**src/logic/rbf_defs.vh**
```
// Constants for the return burst formatter
`ifndef RBF_DEFS_VH
`define RBF_DEFS_VH
`define RBF_OFS_CTRL     8'h00
`define RBF_OFS_SLOT     8'h04
`define RBF_OFS_BCFG     8'h08
`define RBF_OFS_SAC      8'h0C
`define RBF_OFS_PID      8'h10
`define RBF_OFS_STAT     8'h14
`define RBF_OFS_DELAY    8'h18
`define RBF_OFS_PRE      8'h40
`define RBF_CTRL_EN      0
`define RBF_CTRL_DYN     1
`define RBF_CTRL_CRC     2
`define RBF_CTRL_AFC     3
`define RBF_CTRL_AFCPL   4
`define RBF_CTRL_CELL    5
`define RBF_CTRL_ACM     6
`define RBF_CTRL_TAP     7
`define RBF_CTRL_RST     32'h0000_0000
`define RBF_BCFG_RST     32'h0000_0000
`define RBF_KIND_TRF     2'h0
`define RBF_KIND_CAP     2'h1
`define RBF_KIND_SYNC    2'h2
`define RBF_KIND_LOGON   2'h3
`define RBF_RAND_SEED    15'h4A80
`define RBF_CRC_INIT     16'hFFFF
`define RBF_CRC_POLY     16'h1021
`define RBF_TS_LEN       16'h00BC
`define RBF_CELL_LEN     16'h0035
`define RBF_TS_AFC_POS   8'h03
`define RBF_RESP_OKAY    2'h0
`define RBF_RESP_SLVERR  2'h2
`endif

```
**src/logic/rbf_pre_mem.v**
```verilog
// Preamble pattern store with registered read
`timescale 1ns/1ps
`default_nettype none
module rbf_pre_mem #(
  parameter DW = 32,
  parameter AW = 4
) (
  input  wire          clk,
  input  wire          wr_en,
  input  wire [AW-1:0] wr_addr,
  input  wire [DW-1:0] wr_data,
  input  wire [AW-1:0] rd_addr,
  output reg  [DW-1:0] rd_data_reg
);
  reg [DW-1:0] mem [0:(1<<AW)-1];

  always @(posedge clk)
  begin
    if (wr_en)
    begin
      mem[wr_addr] <= wr_data;
    end
    rd_data_reg <= mem[rd_addr];
  end
endmodule // rbf_pre_mem
`default_nettype wire

```
**src/logic/rbf_formatter.v**
```verilog
// Return burst formatter: randomizer, CRC, coder, preamble, QPSK mapper
//
// Behaviour
// RL1 - Every burst is randomized before any channel coding.
// RL2 - CRC-16 appended to sync and logon bursts when enabled.
// RL3 - CRC runs over randomized bits, before the coder.
// RL4 - Coder applied to traffic, sync, logon; taps set by config.
// RL5 - Gray-coded absolute QPSK, no differential encoding.
// RL6 - After preamble, first coder output to I, second to Q.
// RL7 - Sync access-control field length and layout from slot config.
// RL8 - Adaptation field control set to 10 without payload, 11 with.
// RL9 - Sync access-control field carries group and session numbers.
// RL10 - Management id differs from user data id.
// RL11 - Link quality and requested modcod subfield sent when enabled.
// RL12 - Slot numbers increase within a frame; violations flagged.
// RL13 - Bursts start only when all four slot key fields match.
// RL14 - Superframe id covers continuous superframes.
// RL15 - Fixed mode: parameter changes apply in later superframe after delay.
// RL16 - Dynamic mode: parameters may change between successive bursts.
// RL17 - Constant-rate grant lasts whole session.
// RL18 - Rate-based dynamic request carried in access-control field.
// RL19 - Stale rate allocations cleared after timeout.
// RL20 - No rate capacity at superframe maximum.
// RL21 - Four burst kinds selected by terminal action.
// RL22 - MPEG traffic payload is whole 188-byte packets.
// RL23 - Cell traffic payload is 53-byte cells after optional prefix.
// RL24 - Randomizer reloaded at start of every burst.
`timescale 1ns/1ps
`default_nettype none
`include "rbf_defs.vh"
module rbf_formatter #(
  parameter PRE_AW = 4
) (
  input  wire        CLK,
  input  wire        ARST_N,
  input  wire [7:0]  S_AXI_AWADDR,
  input  wire        S_AXI_AWVALID,
  output wire        S_AXI_AWREADY,
  input  wire [31:0] S_AXI_WDATA,
  input  wire [3:0]  S_AXI_WSTRB,
  input  wire        S_AXI_WVALID,
  output wire        S_AXI_WREADY,
  output reg  [1:0]  S_AXI_BRESP,
  output reg         S_AXI_BVALID,
  input  wire        S_AXI_BREADY,
  input  wire [7:0]  S_AXI_ARADDR,
  input  wire        S_AXI_ARVALID,
  output wire        S_AXI_ARREADY,
  output reg  [31:0] S_AXI_RDATA,
  output reg  [1:0]  S_AXI_RRESP,
  output reg         S_AXI_RVALID,
  input  wire        S_AXI_RREADY,
  input  wire        BURST_START,
  input  wire [1:0]  BURST_KIND,
  input  wire [7:0]  SLOT_SFID,
  input  wire [7:0]  SLOT_SFCNT,
  input  wire [7:0]  SLOT_FRAME,
  input  wire [7:0]  SLOT_NUM,
  output wire        BURST_READY,
  input  wire [7:0]  DIN,
  input  wire        DIN_VALID,
  output wire        DIN_READY,
  output reg         SYM_VALID,
  output reg         SYM_I,
  output reg         SYM_Q,
  output reg         BURST_DONE
);
  localparam ST_IDLE = 3'h0;
  localparam ST_PRE  = 3'h1;
  localparam ST_BYTE = 3'h2;
  localparam ST_BIT  = 3'h3;
  localparam ST_CRC  = 3'h4;

  function [31:0] wmerge;
    input [31:0] old;
    input [31:0] dat;
    input [3:0]  stb;
    integer k;
    begin
      wmerge = old;
      for (k = 0; k < 4; k = k + 1)
        if (stb[k])
          wmerge[k*8 +: 8] = dat[k*8 +: 8];
    end
  endfunction

  // CRC-16 step on one bit
  function [15:0] crc_step;
    input [15:0] c;
    input        b;
    begin
      crc_step = {c[14:0], 1'b0} ^ ((c[15] ^ b) ? `RBF_CRC_POLY : 16'h0000);
    end
  endfunction

  reg  [31:0] ctrl_reg, slot_reg, bcfg_reg, sac_reg, pid_reg, delay_reg;
  reg  [31:0] cfg_act_reg, cfg_pend_reg, cfg_use_reg;
  reg  [7:0]  pend_cnt_reg;
  reg         pend_reg;
  reg         slot_err_reg, miss_reg;
  reg  [15:0] burst_cnt_reg, crc_last_reg;
  reg  [7:0]  aw_addr_reg;
  reg  [31:0] w_data_reg;
  reg  [3:0]  w_strb_reg;
  reg         aw_have_reg, w_have_reg;
  reg  [2:0]  state_reg;
  reg  [1:0]  kind_reg;
  reg  [7:0]  pre_cnt_reg;
  reg         pre_ph_reg;
  reg  [15:0] byte_cnt_reg, total_reg;
  reg  [7:0]  pkt_pos_reg;
  reg  [2:0]  hdr_cnt_reg;
  reg  [7:0]  sh_reg;
  reg  [3:0]  bit_cnt_reg;
  reg  [14:0] lfsr_reg;
  reg  [15:0] crc_reg;
  reg  [2:0]  enc_reg;
  reg         crc_on_reg;
  reg  [7:0]  last_sfid_reg, last_sfcnt_reg, last_frame_reg, last_slot_reg;
  reg         seen_reg;
  wire [31:0] pre_word;

  wire wr_go   = aw_have_reg && w_have_reg && !S_AXI_BVALID;
  wire [31:0] wr_val = w_data_reg;
  wire wr_ctrl = wr_go && aw_addr_reg == `RBF_OFS_CTRL;
  wire wr_slot = wr_go && aw_addr_reg == `RBF_OFS_SLOT;
  wire wr_bcfg = wr_go && aw_addr_reg == `RBF_OFS_BCFG;
  wire wr_sac  = wr_go && aw_addr_reg == `RBF_OFS_SAC;
  wire wr_pid  = wr_go && aw_addr_reg == `RBF_OFS_PID;
  wire wr_stat = wr_go && aw_addr_reg == `RBF_OFS_STAT;
  wire wr_dly  = wr_go && aw_addr_reg == `RBF_OFS_DELAY;
  wire wr_pre  = wr_go && aw_addr_reg[7:6] == `RBF_OFS_PRE >> 6;
  wire wr_map  = wr_ctrl | wr_slot | wr_bcfg | wr_sac | wr_pid | wr_stat | wr_dly | wr_pre;

  assign S_AXI_AWREADY = !aw_have_reg;
  assign S_AXI_WREADY  = !w_have_reg;
  assign S_AXI_ARREADY = !S_AXI_RVALID;

  wire pid_clash = pid_reg[12:0] == pid_reg[28:16];                        // RL10
  wire dyn       = ctrl_reg[`RBF_CTRL_DYN];
  wire idle      = state_reg == ST_IDLE;
  assign BURST_READY = idle && ctrl_reg[`RBF_CTRL_EN];

  // Slot key: all four fields must match the assigned slot
  wire key_ok = SLOT_SFID == slot_reg[7:0] && SLOT_SFCNT == slot_reg[15:8]
             && SLOT_FRAME == slot_reg[23:16] && SLOT_NUM == slot_reg[31:24]; // RL13
  wire start_try = BURST_START && BURST_READY;
  wire start_ok  = start_try && key_ok;
  wire same_frame = seen_reg && SLOT_SFID == last_sfid_reg
             && SLOT_SFCNT == last_sfcnt_reg && SLOT_FRAME == last_frame_reg;
  wire order_bad = start_ok && same_frame && SLOT_NUM <= last_slot_reg;    // RL12
  wire new_sf    = !seen_reg || SLOT_SFCNT != last_sfcnt_reg || SLOT_SFID != last_sfid_reg;
  wire apply_pend = !dyn && pend_reg && new_sf && pend_cnt_reg == 8'h00;   // RL15
  wire [31:0] cfg_sel = dyn ? bcfg_reg : (apply_pend ? cfg_pend_reg : cfg_act_reg); // RL16

  // Config fields: [7:0] preamble symbols, [15:8] unit count,
  // [19:16] cell prefix bytes, [22:20] access-control field bytes
  wire [7:0]  pre_len = cfg_use_reg[7:0];
  wire [2:0]  sac_len = cfg_use_reg[22:20];
  wire [15:0] units   = {8'h00, cfg_sel[15:8]};
  wire [15:0] mpeg_len = units * `RBF_TS_LEN;                               // RL22
  wire [15:0] cell_len = units * `RBF_CELL_LEN + {12'h000, cfg_sel[19:16]}; // RL23
  reg  [15:0] total_sel;
  always @*
  begin
    case (BURST_KIND)                                                       // RL21
      `RBF_KIND_TRF:   total_sel = ctrl_reg[`RBF_CTRL_CELL] ? cell_len : mpeg_len;
      `RBF_KIND_LOGON: total_sel = units;
      default:         total_sel = 16'h0000;
    endcase
  end

  // Access-control field bytes for sync bursts
  reg [7:0] sac_byte;
  always @*
  begin
    case (hdr_cnt_reg)
      3'h0:    sac_byte = sac_reg[7:0];                                     // RL9
      3'h1:    sac_byte = sac_reg[15:8];                                    // RL9
      3'h2:    sac_byte = sac_reg[23:16];                                   // RL18
      3'h3:    sac_byte = ctrl_reg[`RBF_CTRL_ACM] ? sac_reg[31:24] : 8'h00; // RL11
      default: sac_byte = 8'h00;
    endcase
  end
  wire hdr_left = kind_reg == `RBF_KIND_SYNC && hdr_cnt_reg < sac_len;      // RL7
  wire pay_left = byte_cnt_reg != total_reg;
  assign DIN_READY = state_reg == ST_BYTE && !hdr_left && pay_left;

  // Adaptation field control overwrite in each transport packet header
  wire afc_on = kind_reg == `RBF_KIND_TRF && !ctrl_reg[`RBF_CTRL_CELL]
             && ctrl_reg[`RBF_CTRL_AFC] && pkt_pos_reg == `RBF_TS_AFC_POS;
  wire [7:0] din_mod = afc_on ? {DIN[7:6], 1'b1, ctrl_reg[`RBF_CTRL_AFCPL], DIN[3:0]}
                              : DIN;                                        // RL8

  // Bit path: randomize, CRC, code
  wire prbs    = lfsr_reg[14] ^ lfsr_reg[13];
  wire rbit    = sh_reg[7] ^ prbs;                                          // RL1
  wire cbit    = state_reg == ST_CRC ? crc_reg[15] : rbit;
  wire fb      = cbit ^ enc_reg[1] ^ enc_reg[2] ^ (ctrl_reg[`RBF_CTRL_TAP] & enc_reg[0]); // RL4
  wire c1      = cbit;
  wire c2      = fb ^ enc_reg[0] ^ enc_reg[2];

  wire [PRE_AW-1:0] pre_rd = pre_cnt_reg[PRE_AW+3:4];
  wire [4:0] pre_bit = {pre_cnt_reg[3:0], 1'b0};
  rbf_pre_mem #(.DW(32), .AW(PRE_AW)) u_pre (
    .clk         (CLK),
    .wr_en       (wr_pre),
    .wr_addr     (aw_addr_reg[PRE_AW+1:2]),
    .wr_data     (wr_val),
    .rd_addr     (pre_rd),
    .rd_data_reg (pre_word)
  );

  // Register bus
  always @(posedge CLK or negedge ARST_N)
  begin
    if (!ARST_N)
    begin
      aw_have_reg  <= 1'b0;
      w_have_reg   <= 1'b0;
      aw_addr_reg  <= 8'h00;
      w_data_reg   <= 32'h0000_0000;
      w_strb_reg   <= 4'h0;
      S_AXI_BVALID <= 1'b0;
      S_AXI_BRESP  <= `RBF_RESP_OKAY;
      S_AXI_RVALID <= 1'b0;
      S_AXI_RRESP  <= `RBF_RESP_OKAY;
      S_AXI_RDATA  <= 32'h0000_0000;
    end
    else
    begin
      if (S_AXI_AWVALID && !aw_have_reg)
      begin
        aw_have_reg <= 1'b1;
        aw_addr_reg <= {S_AXI_AWADDR[7:2], 2'b00};
      end
      if (S_AXI_WVALID && !w_have_reg)
      begin
        w_have_reg <= 1'b1;
        w_data_reg <= S_AXI_WDATA;
        w_strb_reg <= S_AXI_WSTRB;
      end
      if (wr_go)
      begin
        aw_have_reg  <= 1'b0;
        w_have_reg   <= 1'b0;
        S_AXI_BVALID <= 1'b1;
        S_AXI_BRESP  <= wr_map ? `RBF_RESP_OKAY : `RBF_RESP_SLVERR;
      end
      else if (S_AXI_BREADY)
      begin
        S_AXI_BVALID <= 1'b0;
      end
      if (S_AXI_ARVALID && !S_AXI_RVALID)
      begin
        S_AXI_RVALID <= 1'b1;
        S_AXI_RRESP  <= `RBF_RESP_OKAY;
        case ({S_AXI_ARADDR[7:2], 2'b00})
          `RBF_OFS_CTRL:  S_AXI_RDATA <= ctrl_reg;
          `RBF_OFS_SLOT:  S_AXI_RDATA <= slot_reg;
          `RBF_OFS_BCFG:  S_AXI_RDATA <= bcfg_reg;
          `RBF_OFS_SAC:   S_AXI_RDATA <= sac_reg;
          `RBF_OFS_PID:   S_AXI_RDATA <= pid_reg;
          `RBF_OFS_DELAY: S_AXI_RDATA <= delay_reg;
          `RBF_OFS_STAT:  S_AXI_RDATA <= {crc_last_reg, burst_cnt_reg[11:0],
                                          pend_reg, pid_clash, miss_reg, slot_err_reg};
          default:
          begin
            S_AXI_RDATA <= 32'h0000_0000;
            S_AXI_RRESP <= S_AXI_ARADDR[7:6] == `RBF_OFS_PRE >> 6
                           ? `RBF_RESP_OKAY : `RBF_RESP_SLVERR;
          end
        endcase
      end
      else if (S_AXI_RREADY)
      begin
        S_AXI_RVALID <= 1'b0;
      end
    end
  end

  // Control registers, pending change and status flags
  always @(posedge CLK or negedge ARST_N)
  begin
    if (!ARST_N)
    begin
      ctrl_reg      <= `RBF_CTRL_RST;
      slot_reg      <= 32'h0000_0000;
      bcfg_reg      <= `RBF_BCFG_RST;
      sac_reg       <= 32'h0000_0000;
      pid_reg       <= 32'h0000_0000;
      delay_reg     <= 32'h0000_0000;
      cfg_act_reg   <= `RBF_BCFG_RST;
      cfg_pend_reg  <= `RBF_BCFG_RST;
      pend_reg      <= 1'b0;
      pend_cnt_reg  <= 8'h00;
      slot_err_reg  <= 1'b0;
      miss_reg      <= 1'b0;
      seen_reg      <= 1'b0;
      last_sfid_reg <= 8'h00;
      last_sfcnt_reg <= 8'h00;
      last_frame_reg <= 8'h00;
      last_slot_reg <= 8'h00;
    end
    else
    begin
      if (wr_ctrl) ctrl_reg <= wmerge(ctrl_reg, wr_val, w_strb_reg);
      if (wr_slot) slot_reg <= wmerge(slot_reg, wr_val, w_strb_reg);
      if (wr_sac)  sac_reg  <= wmerge(sac_reg, wr_val, w_strb_reg);
      if (wr_pid)  pid_reg  <= wmerge(pid_reg, wr_val, w_strb_reg);
      if (wr_dly)  delay_reg <= wmerge(delay_reg, wr_val, w_strb_reg);
      if (start_ok && new_sf && !dyn && pend_reg)
      begin
        if (pend_cnt_reg == 8'h00)
        begin
          cfg_act_reg <= cfg_pend_reg;                                      // RL15
          pend_reg    <= 1'b0;
        end
        else
        begin
          pend_cnt_reg <= pend_cnt_reg - 8'h01;
        end
      end
      if (wr_bcfg)
      begin
        bcfg_reg     <= wmerge(bcfg_reg, wr_val, w_strb_reg);
        cfg_pend_reg <= wmerge(bcfg_reg, wr_val, w_strb_reg);
        pend_reg     <= 1'b1;
        pend_cnt_reg <= delay_reg[7:0];                                     // RL15
      end
      if (start_ok)
      begin
        seen_reg       <= 1'b1;
        last_sfid_reg  <= SLOT_SFID;
        last_sfcnt_reg <= SLOT_SFCNT;
        last_frame_reg <= SLOT_FRAME;
        last_slot_reg  <= SLOT_NUM;
      end
      // Set wins over write-one-to-clear
      slot_err_reg <= order_bad | (slot_err_reg & ~(wr_stat & w_strb_reg[0] & wr_val[0]));
      miss_reg <= (start_try & ~key_ok) | (miss_reg & ~(wr_stat & w_strb_reg[0] & wr_val[1]));
    end
  end

  // Burst sequencer and symbol output
  always @(posedge CLK or negedge ARST_N)
  begin
    if (!ARST_N)
    begin
      state_reg     <= ST_IDLE;
      kind_reg      <= `RBF_KIND_TRF;
      cfg_use_reg   <= `RBF_BCFG_RST;
      pre_cnt_reg   <= 8'h00;
      pre_ph_reg    <= 1'b0;
      byte_cnt_reg  <= 16'h0000;
      total_reg     <= 16'h0000;
      pkt_pos_reg   <= 8'h00;
      hdr_cnt_reg   <= 3'h0;
      sh_reg        <= 8'h00;
      bit_cnt_reg   <= 4'h0;
      lfsr_reg      <= `RBF_RAND_SEED;
      crc_reg       <= `RBF_CRC_INIT;
      enc_reg       <= 3'h0;
      crc_on_reg    <= 1'b0;
      crc_last_reg  <= 16'h0000;
      burst_cnt_reg <= 16'h0000;
      SYM_VALID     <= 1'b0;
      SYM_I         <= 1'b0;
      SYM_Q         <= 1'b0;
      BURST_DONE    <= 1'b0;
    end
    else
    begin
      SYM_VALID  <= 1'b0;
      BURST_DONE <= 1'b0;
      case (state_reg)
        ST_IDLE:
        begin
          if (start_ok)
          begin
            kind_reg     <= BURST_KIND;
            cfg_use_reg  <= cfg_sel;
            total_reg    <= total_sel;
            byte_cnt_reg <= 16'h0000;
            pkt_pos_reg  <= 8'h00;
            hdr_cnt_reg  <= 3'h0;
            pre_cnt_reg  <= 8'h00;
            pre_ph_reg   <= 1'b0;
            lfsr_reg     <= `RBF_RAND_SEED;                                 // RL24
            crc_reg      <= `RBF_CRC_INIT;
            enc_reg      <= 3'h0;
            crc_on_reg   <= ctrl_reg[`RBF_CTRL_CRC] && BURST_KIND[1];       // RL2
            state_reg    <= ST_PRE;
          end
        end
        ST_PRE:
        begin
          if (pre_cnt_reg == pre_len)
          begin
            state_reg <= kind_reg == `RBF_KIND_CAP ? ST_CRC : ST_BYTE;
            bit_cnt_reg <= 4'h0;
            crc_on_reg <= crc_on_reg & (kind_reg != `RBF_KIND_CAP);
          end
          else if (!pre_ph_reg)
          begin
            pre_ph_reg <= 1'b1;
          end
          else
          begin
            pre_ph_reg  <= 1'b0;
            SYM_VALID   <= 1'b1;
            SYM_I       <= pre_word[pre_bit + 5'd1];
            SYM_Q       <= pre_word[pre_bit];
            pre_cnt_reg <= pre_cnt_reg + 8'h01;
          end
        end
        ST_BYTE:
        begin
          bit_cnt_reg <= 4'h0;
          if (hdr_left)
          begin
            sh_reg      <= sac_byte;
            hdr_cnt_reg <= hdr_cnt_reg + 3'h1;
            state_reg   <= ST_BIT;
          end
          else if (!pay_left)
          begin
            state_reg <= ST_CRC;
          end
          else if (DIN_VALID)
          begin
            sh_reg       <= din_mod;
            byte_cnt_reg <= byte_cnt_reg + 16'h0001;
            pkt_pos_reg  <= pkt_pos_reg == `RBF_TS_LEN - 16'h0001 ? 8'h00
                                                                  : pkt_pos_reg + 8'h01;
            state_reg    <= ST_BIT;
          end
        end
        ST_BIT:
        begin
          lfsr_reg    <= {lfsr_reg[13:0], prbs};
          crc_reg     <= crc_step(crc_reg, rbit);                           // RL3
          enc_reg     <= {enc_reg[1:0], fb};
          SYM_VALID   <= 1'b1;
          SYM_I       <= c1;                                                // RL6
          SYM_Q       <= c2;                                                // RL5
          sh_reg      <= {sh_reg[6:0], 1'b0};
          bit_cnt_reg <= bit_cnt_reg + 4'h1;
          if (bit_cnt_reg == 4'h7)
          begin
            state_reg <= ST_BYTE;
          end
        end
        ST_CRC:
        begin
          if (crc_on_reg)
          begin
            crc_reg     <= {crc_reg[14:0], 1'b0};                           // RL2
            enc_reg     <= {enc_reg[1:0], fb};
            SYM_VALID   <= 1'b1;
            SYM_I       <= c1;
            SYM_Q       <= c2;
            bit_cnt_reg <= bit_cnt_reg + 4'h1;
            if (bit_cnt_reg == 4'h0)
            begin
              crc_last_reg <= crc_reg;
            end
            if (bit_cnt_reg == 4'hF)
            begin
              crc_on_reg <= 1'b0;
            end
          end
          else
          begin
            BURST_DONE    <= 1'b1;
            burst_cnt_reg <= burst_cnt_reg + 16'h0001;
            state_reg     <= ST_IDLE;
          end
        end
        default:
        begin
          state_reg <= ST_IDLE;
        end
      endcase
    end
  end
endmodule // rbf_formatter
`default_nettype wire

```
**config.mk**
```make
export PLATFORM = sky130hd
export DESIGN_NAME = rbf_formatter
export DESIGN_NICKNAME = d
export VERILOG_FILES = /design/src/logic/rbf_pre_mem.v /design/src/logic/rbf_formatter.v
export VERILOG_INCLUDE_DIRS = /design/src /design/src/logic
export SDC_FILE = /design/constraint.sdc
export NUM_CORES = 1
export LEC_CHECK = 0
export BUFFER_PORTS_ARGS = -buffer_cell sky130_fd_sc_hd__buf_2
export CAP_MARGIN = 25
export CORE_UTILIZATION = 40
export DETAILED_ROUTE_END_ITERATION = 8
export GPL_TIMING_DRIVEN = 0
export HOLD_SLACK_MARGIN = 0.1
export PLACE_DENSITY = 0.56
export SYNTH_ARGS = -nofsm -noshare
export SYNTH_HDL_FRONTEND = slang
export SYNTH_SLANG_ARGS = --single-unit
```
**constraint.sdc**
```tcl
create_clock -name CLK -period 7.2 [get_ports CLK]
set_clock_uncertainty 0.05 [all_clocks]
set_input_delay 1.08 -clock CLK [delete_from_list [all_inputs] [get_ports CLK]]
set_output_delay 1.08 -clock CLK [all_outputs]
set_load 0.02 [all_outputs]
```
==> out/qor.csv <==
metric;value;unit
dpl hpwl;92.92;mm
area fraction of the dominant cell type after synthesis;34.41;%
endpoint required time on the critical path;7700;ps
WL/cell;26.25;microns
normalized max-slew margin;28.55;%
Layout Nets;3458;
Routed WL;126.7;mm
Final setup viols;0;
P_int;11.36;mW
TritonRoute pass-1 iters;9;
synth unique cells;79;
final-report max-slew violation count;0;
GR peak layer;met2;
DRT antenna net count;0;
Worst Hold Class;primary input to asynchronous set/reset pin;
net switching share of the total power;28.49;%
first-pass GRT wire length;186.8;mm
per-cell via count in the routed design;5.606;
final setup TNS;0;ps
count of state elements after synthesis;1030;
cells traversed along the worst timing path;or4_4 -> nor4b_4 -> a21oi_1 -> a21oi_4 -> buf_4 -> mux2_2 -> ha_1 -> fa_1 -> fa_1 -> ha_1 -> ha_1 -> a2111oi_1 -> a21oi_1 -> a2111oi_2 -> a21oi_1 -> xnor2_1 -> o21ai_1;
crit path launch type;register;
flip-flop count of the largest register after layout;512;
endpoint arrival time on the critical path;7300;ps
Max Root-Sink Buffers;3;
clock share of power;34.9;%
result of the run;complete, no violations;
full die area;113000;sq um
P_sw;4.524;mW
Remaining DRCs;0;
worst-skew pair later-pin latency;680;ps
most common library cell in the layout ignoring fill and taps;sky130_fd_sc_hd__edfxtp_1;
share of the yosys chip area belonging to registers;63.12;%
via count of the first global-routing pass;28030;
TritonCTS clock tree;yes;
Max rail drop VDD;0.1829;mV
post-route clock period utilization;94.51;%
clock sink count;1030;
Largest Register;u_pre.mem;
effective utilization at floorplan;40.37;%
count of standard-cell rows;122;
met1 Use GR;30.37;%
Peak Freq;147.0;MHz
H-tree levels;3;
share of post-route cells with drive strength above 1;27.15;%
leakage;21.31;nW
Async S/R FF share, synth;47.18;%
WS Path Type;register to register;
overall track demand over capacity in global routing;22.63;%
I/O pin total;150;
Clock Tree Root;sky130_fd_sc_hd__clkbuf_16;
critical path capture point type;register;
footprint of the multi-input gates;15770;sq um
synth-to-layout area growth;15.95;%
met3 Usage GRT;3.333;%
total vias in the final route;27050;
cell type of the slowest stage on the worst timing path;sky130_fd_sc_hd__or4_4;
register area;28200;sq um
final core occ;46.81;%
ranking of synthesized cells by area;sky130_fd_sc_hd__edfxtp_1, sky130_fd_sc_hd__dfrtp_1, sky130_fd_sc_hd__mux4_2, sky130_fd_sc_hd__mux2_2, sky130_fd_sc_hd__ha_1;
maxcap violations;0;
maximum net fanout on the critical path;10;
global placement routability congestion;0.9057;
mean cell area of the mapped netlist;15.22;sq um
commonest cells after routing, fill and taps aside;sky130_fd_sc_hd__edfxtp_1, sky130_fd_sc_hd__dfrtp_1, sky130_fd_sc_hd__mux2_2;
slowest stage delay, CP;590;ps
Overflow after GRT;0;
portion of total power attributed to combinational logic;10.3;%
met2 Track Usage GR;38.38;%
number of buffers inserted to repair setup after CTS;0;
Tmin final;6805;ps
post-layout total power;15.88;mW
initial detailed-routing violation count;2534;
core region area;110700;sq um
finished layout cell area;51800;sq um
clock buffers created by TritonCTS;106;
pin count of the biggest net entering global routing;115;
warnings from Yosys;0;
number of flops mapped to enable cells by yosys;512;
Chip Height;336.2;microns
sequential group share of total power;54.8;%
Least-Margin Pin Slew;1063;ps
number of port buffers;143;
Main synth FF type;sky130_fd_sc_hd__edfxtp_1;
width of the die;336.2;microns
clk slew on worst S/H paths;60;ps
setup repair after global routing missed its margin;false;
filler cell count in the final layout;9607;
area of the mapped netlist;44680;sq um
number of standard cells after synthesis;2935;
power density of the placed cells;306.6;nW/um^2
count of final hold-check violations;0;
largest area contributor in the synthesized netlist;sky130_fd_sc_hd__edfxtp_1;
placed cell areas;48150;sq um
number of antenna violations at the first check in global routing;9;
[power by group through the flow]
| stage | sequential [mW] | clock [mW] | combinational (mW) |
|---|---|---|---|
| 2_1_floorplan | 8.07 | 0 | 1.11 |
| 3_3_place_gp | 8.73 | 0 | 1.52 |
| 3_5_place_dp | 8.81 | 0 | 1.63 |
| 4_1_cts | 8.70 | 5.63 | 1.64 |
| 5_1_grt | 8.81 | 5.85 | 1.77 |
| 6_report | 8.71 | 5.54 | 1.63 |
[worst paths after layout]
check                      slack, ps               end            start  depth (start not counted)
setup reg to reg                 400     total_reg[14]  pend_cnt_reg[3]                         17
max in group asynchronous       5210    S_AXI_RDATA[6]           ARST_N                          3
hold / removal                   330  crc_last_reg[10]           ARST_N                          1
setup / recovery                 400     total_reg[14]  pend_cnt_reg[3]                         17
hold reg to reg                  440       lfsr_reg[6]      lfsr_reg[5]                          2
min in group CLK                 440       lfsr_reg[6]      lfsr_reg[5]                          2
[logic make-up after synthesis]
logic type	count (synthesis)	synth area share (%)
AO/OA/AOI/OAI	382	6.080
XOR/XNOR	160	3.137
adder cells (fa/ha/maj)	115	3.607
buffers and inverters	220	1.904
flip-flops	1030	63.12
multiplexers	483	16.43
other	1	0.008393
AND/OR/NAND/NOR	544	5.707
[routing by layer]
layer,share of wire [%],up-vias
li1,-,11810
met5,0.013,-
met2,50,887
met1,42,14150
met3,5.1,202
met4,2.8,2
[synthesized netlist by cell type, types with 4 or more instances]
library cell	n
sky130_fd_sc_hd__a211oi_1	11
sky130_fd_sc_hd__a21o_1	7
sky130_fd_sc_hd__a21oi_1	57
sky130_fd_sc_hd__a222oi_1	41
sky130_fd_sc_hd__a22o_1	36
sky130_fd_sc_hd__a22oi_1	69
sky130_fd_sc_hd__and3_1	17
sky130_fd_sc_hd__and4_1	4
sky130_fd_sc_hd__buf_1	29
sky130_fd_sc_hd__buf_2	8
sky130_fd_sc_hd__buf_4	4
sky130_fd_sc_hd__clkbuf_1	97
sky130_fd_sc_hd__dfrtp_1	466
sky130_fd_sc_hd__dfstp_2	20
sky130_fd_sc_hd__dfxtp_1	32
sky130_fd_sc_hd__edfxtp_1	512
sky130_fd_sc_hd__fa_1	23
sky130_fd_sc_hd__ha_1	92
sky130_fd_sc_hd__inv_1	80
sky130_fd_sc_hd__mux2_2	294
sky130_fd_sc_hd__mux2i_1	18
sky130_fd_sc_hd__mux4_2	170
sky130_fd_sc_hd__nand2_1	232
sky130_fd_sc_hd__nand2b_1	13
sky130_fd_sc_hd__nand3_1	64
sky130_fd_sc_hd__nand4_1	24
sky130_fd_sc_hd__nor2_1	99
sky130_fd_sc_hd__nor2b_1	12
sky130_fd_sc_hd__nor3_1	21
sky130_fd_sc_hd__nor4_1	25
sky130_fd_sc_hd__o21a_1	9
sky130_fd_sc_hd__o21ai_0	90
sky130_fd_sc_hd__o21ai_1	4
sky130_fd_sc_hd__o21bai_1	4
sky130_fd_sc_hd__o22a_1	13
sky130_fd_sc_hd__o31a_1	4
sky130_fd_sc_hd__o31ai_1	4
sky130_fd_sc_hd__or2_2	4
sky130_fd_sc_hd__or3_1	8
sky130_fd_sc_hd__or4_1	4
sky130_fd_sc_hd__xnor2_1	60
sky130_fd_sc_hd__xor2_1	100
[cell type report]
type,count,area share (%)
multi-input cells,1686,30.44
inverters,82,0.5942
clock buffers,158,6.026
well taps,1488,3.594
plain buffers,138,1.048
flip-flops and latches,1030,54.44
diodes,4,0.01932
clock inverters,43,0.8164
repair buffers,196,3.022
[metrics by stage]
| stage | hold WS (ps) | setup slack, ps | std cells |
|---|---|---|---|
| 2_1_floorplan | 394.4 | 756.4 | 2936 |
| 3_3_place_gp | 416.9 | -4775 | 4567 |
| 3_5_place_dp | 420.0 | -545.4 | 4614 |
| 4_1_cts | 318.6 | 27.35 | 4815 |
| 5_1_grt | 339.0 | 9.057 | 4821 |
| 6_report | 333.4 | 395.1 | 4825 |
[critical path: cells and delay by family (launching register included)]
kind / cells / cell delay (ps)
xor+xnor: 1 / 300
buf+inv: 1 / 310
mux: 1 / 470
fa+ha+maj: 5 / 1950
flops: 1 / 410
compound gates: 7 / 2040
simple gates: 2 / 1120
[what timing repair did]
| item | CTS | global route |
|---|---|---|
| pin swaps | 0 | 0 |
| hold buffers | 0 | 0 |
| resized for setup | 2 | 5 |
| setup endpoints to repair | 1 | 2 |
Note: power is estimated with default switching activity, not from simulation.
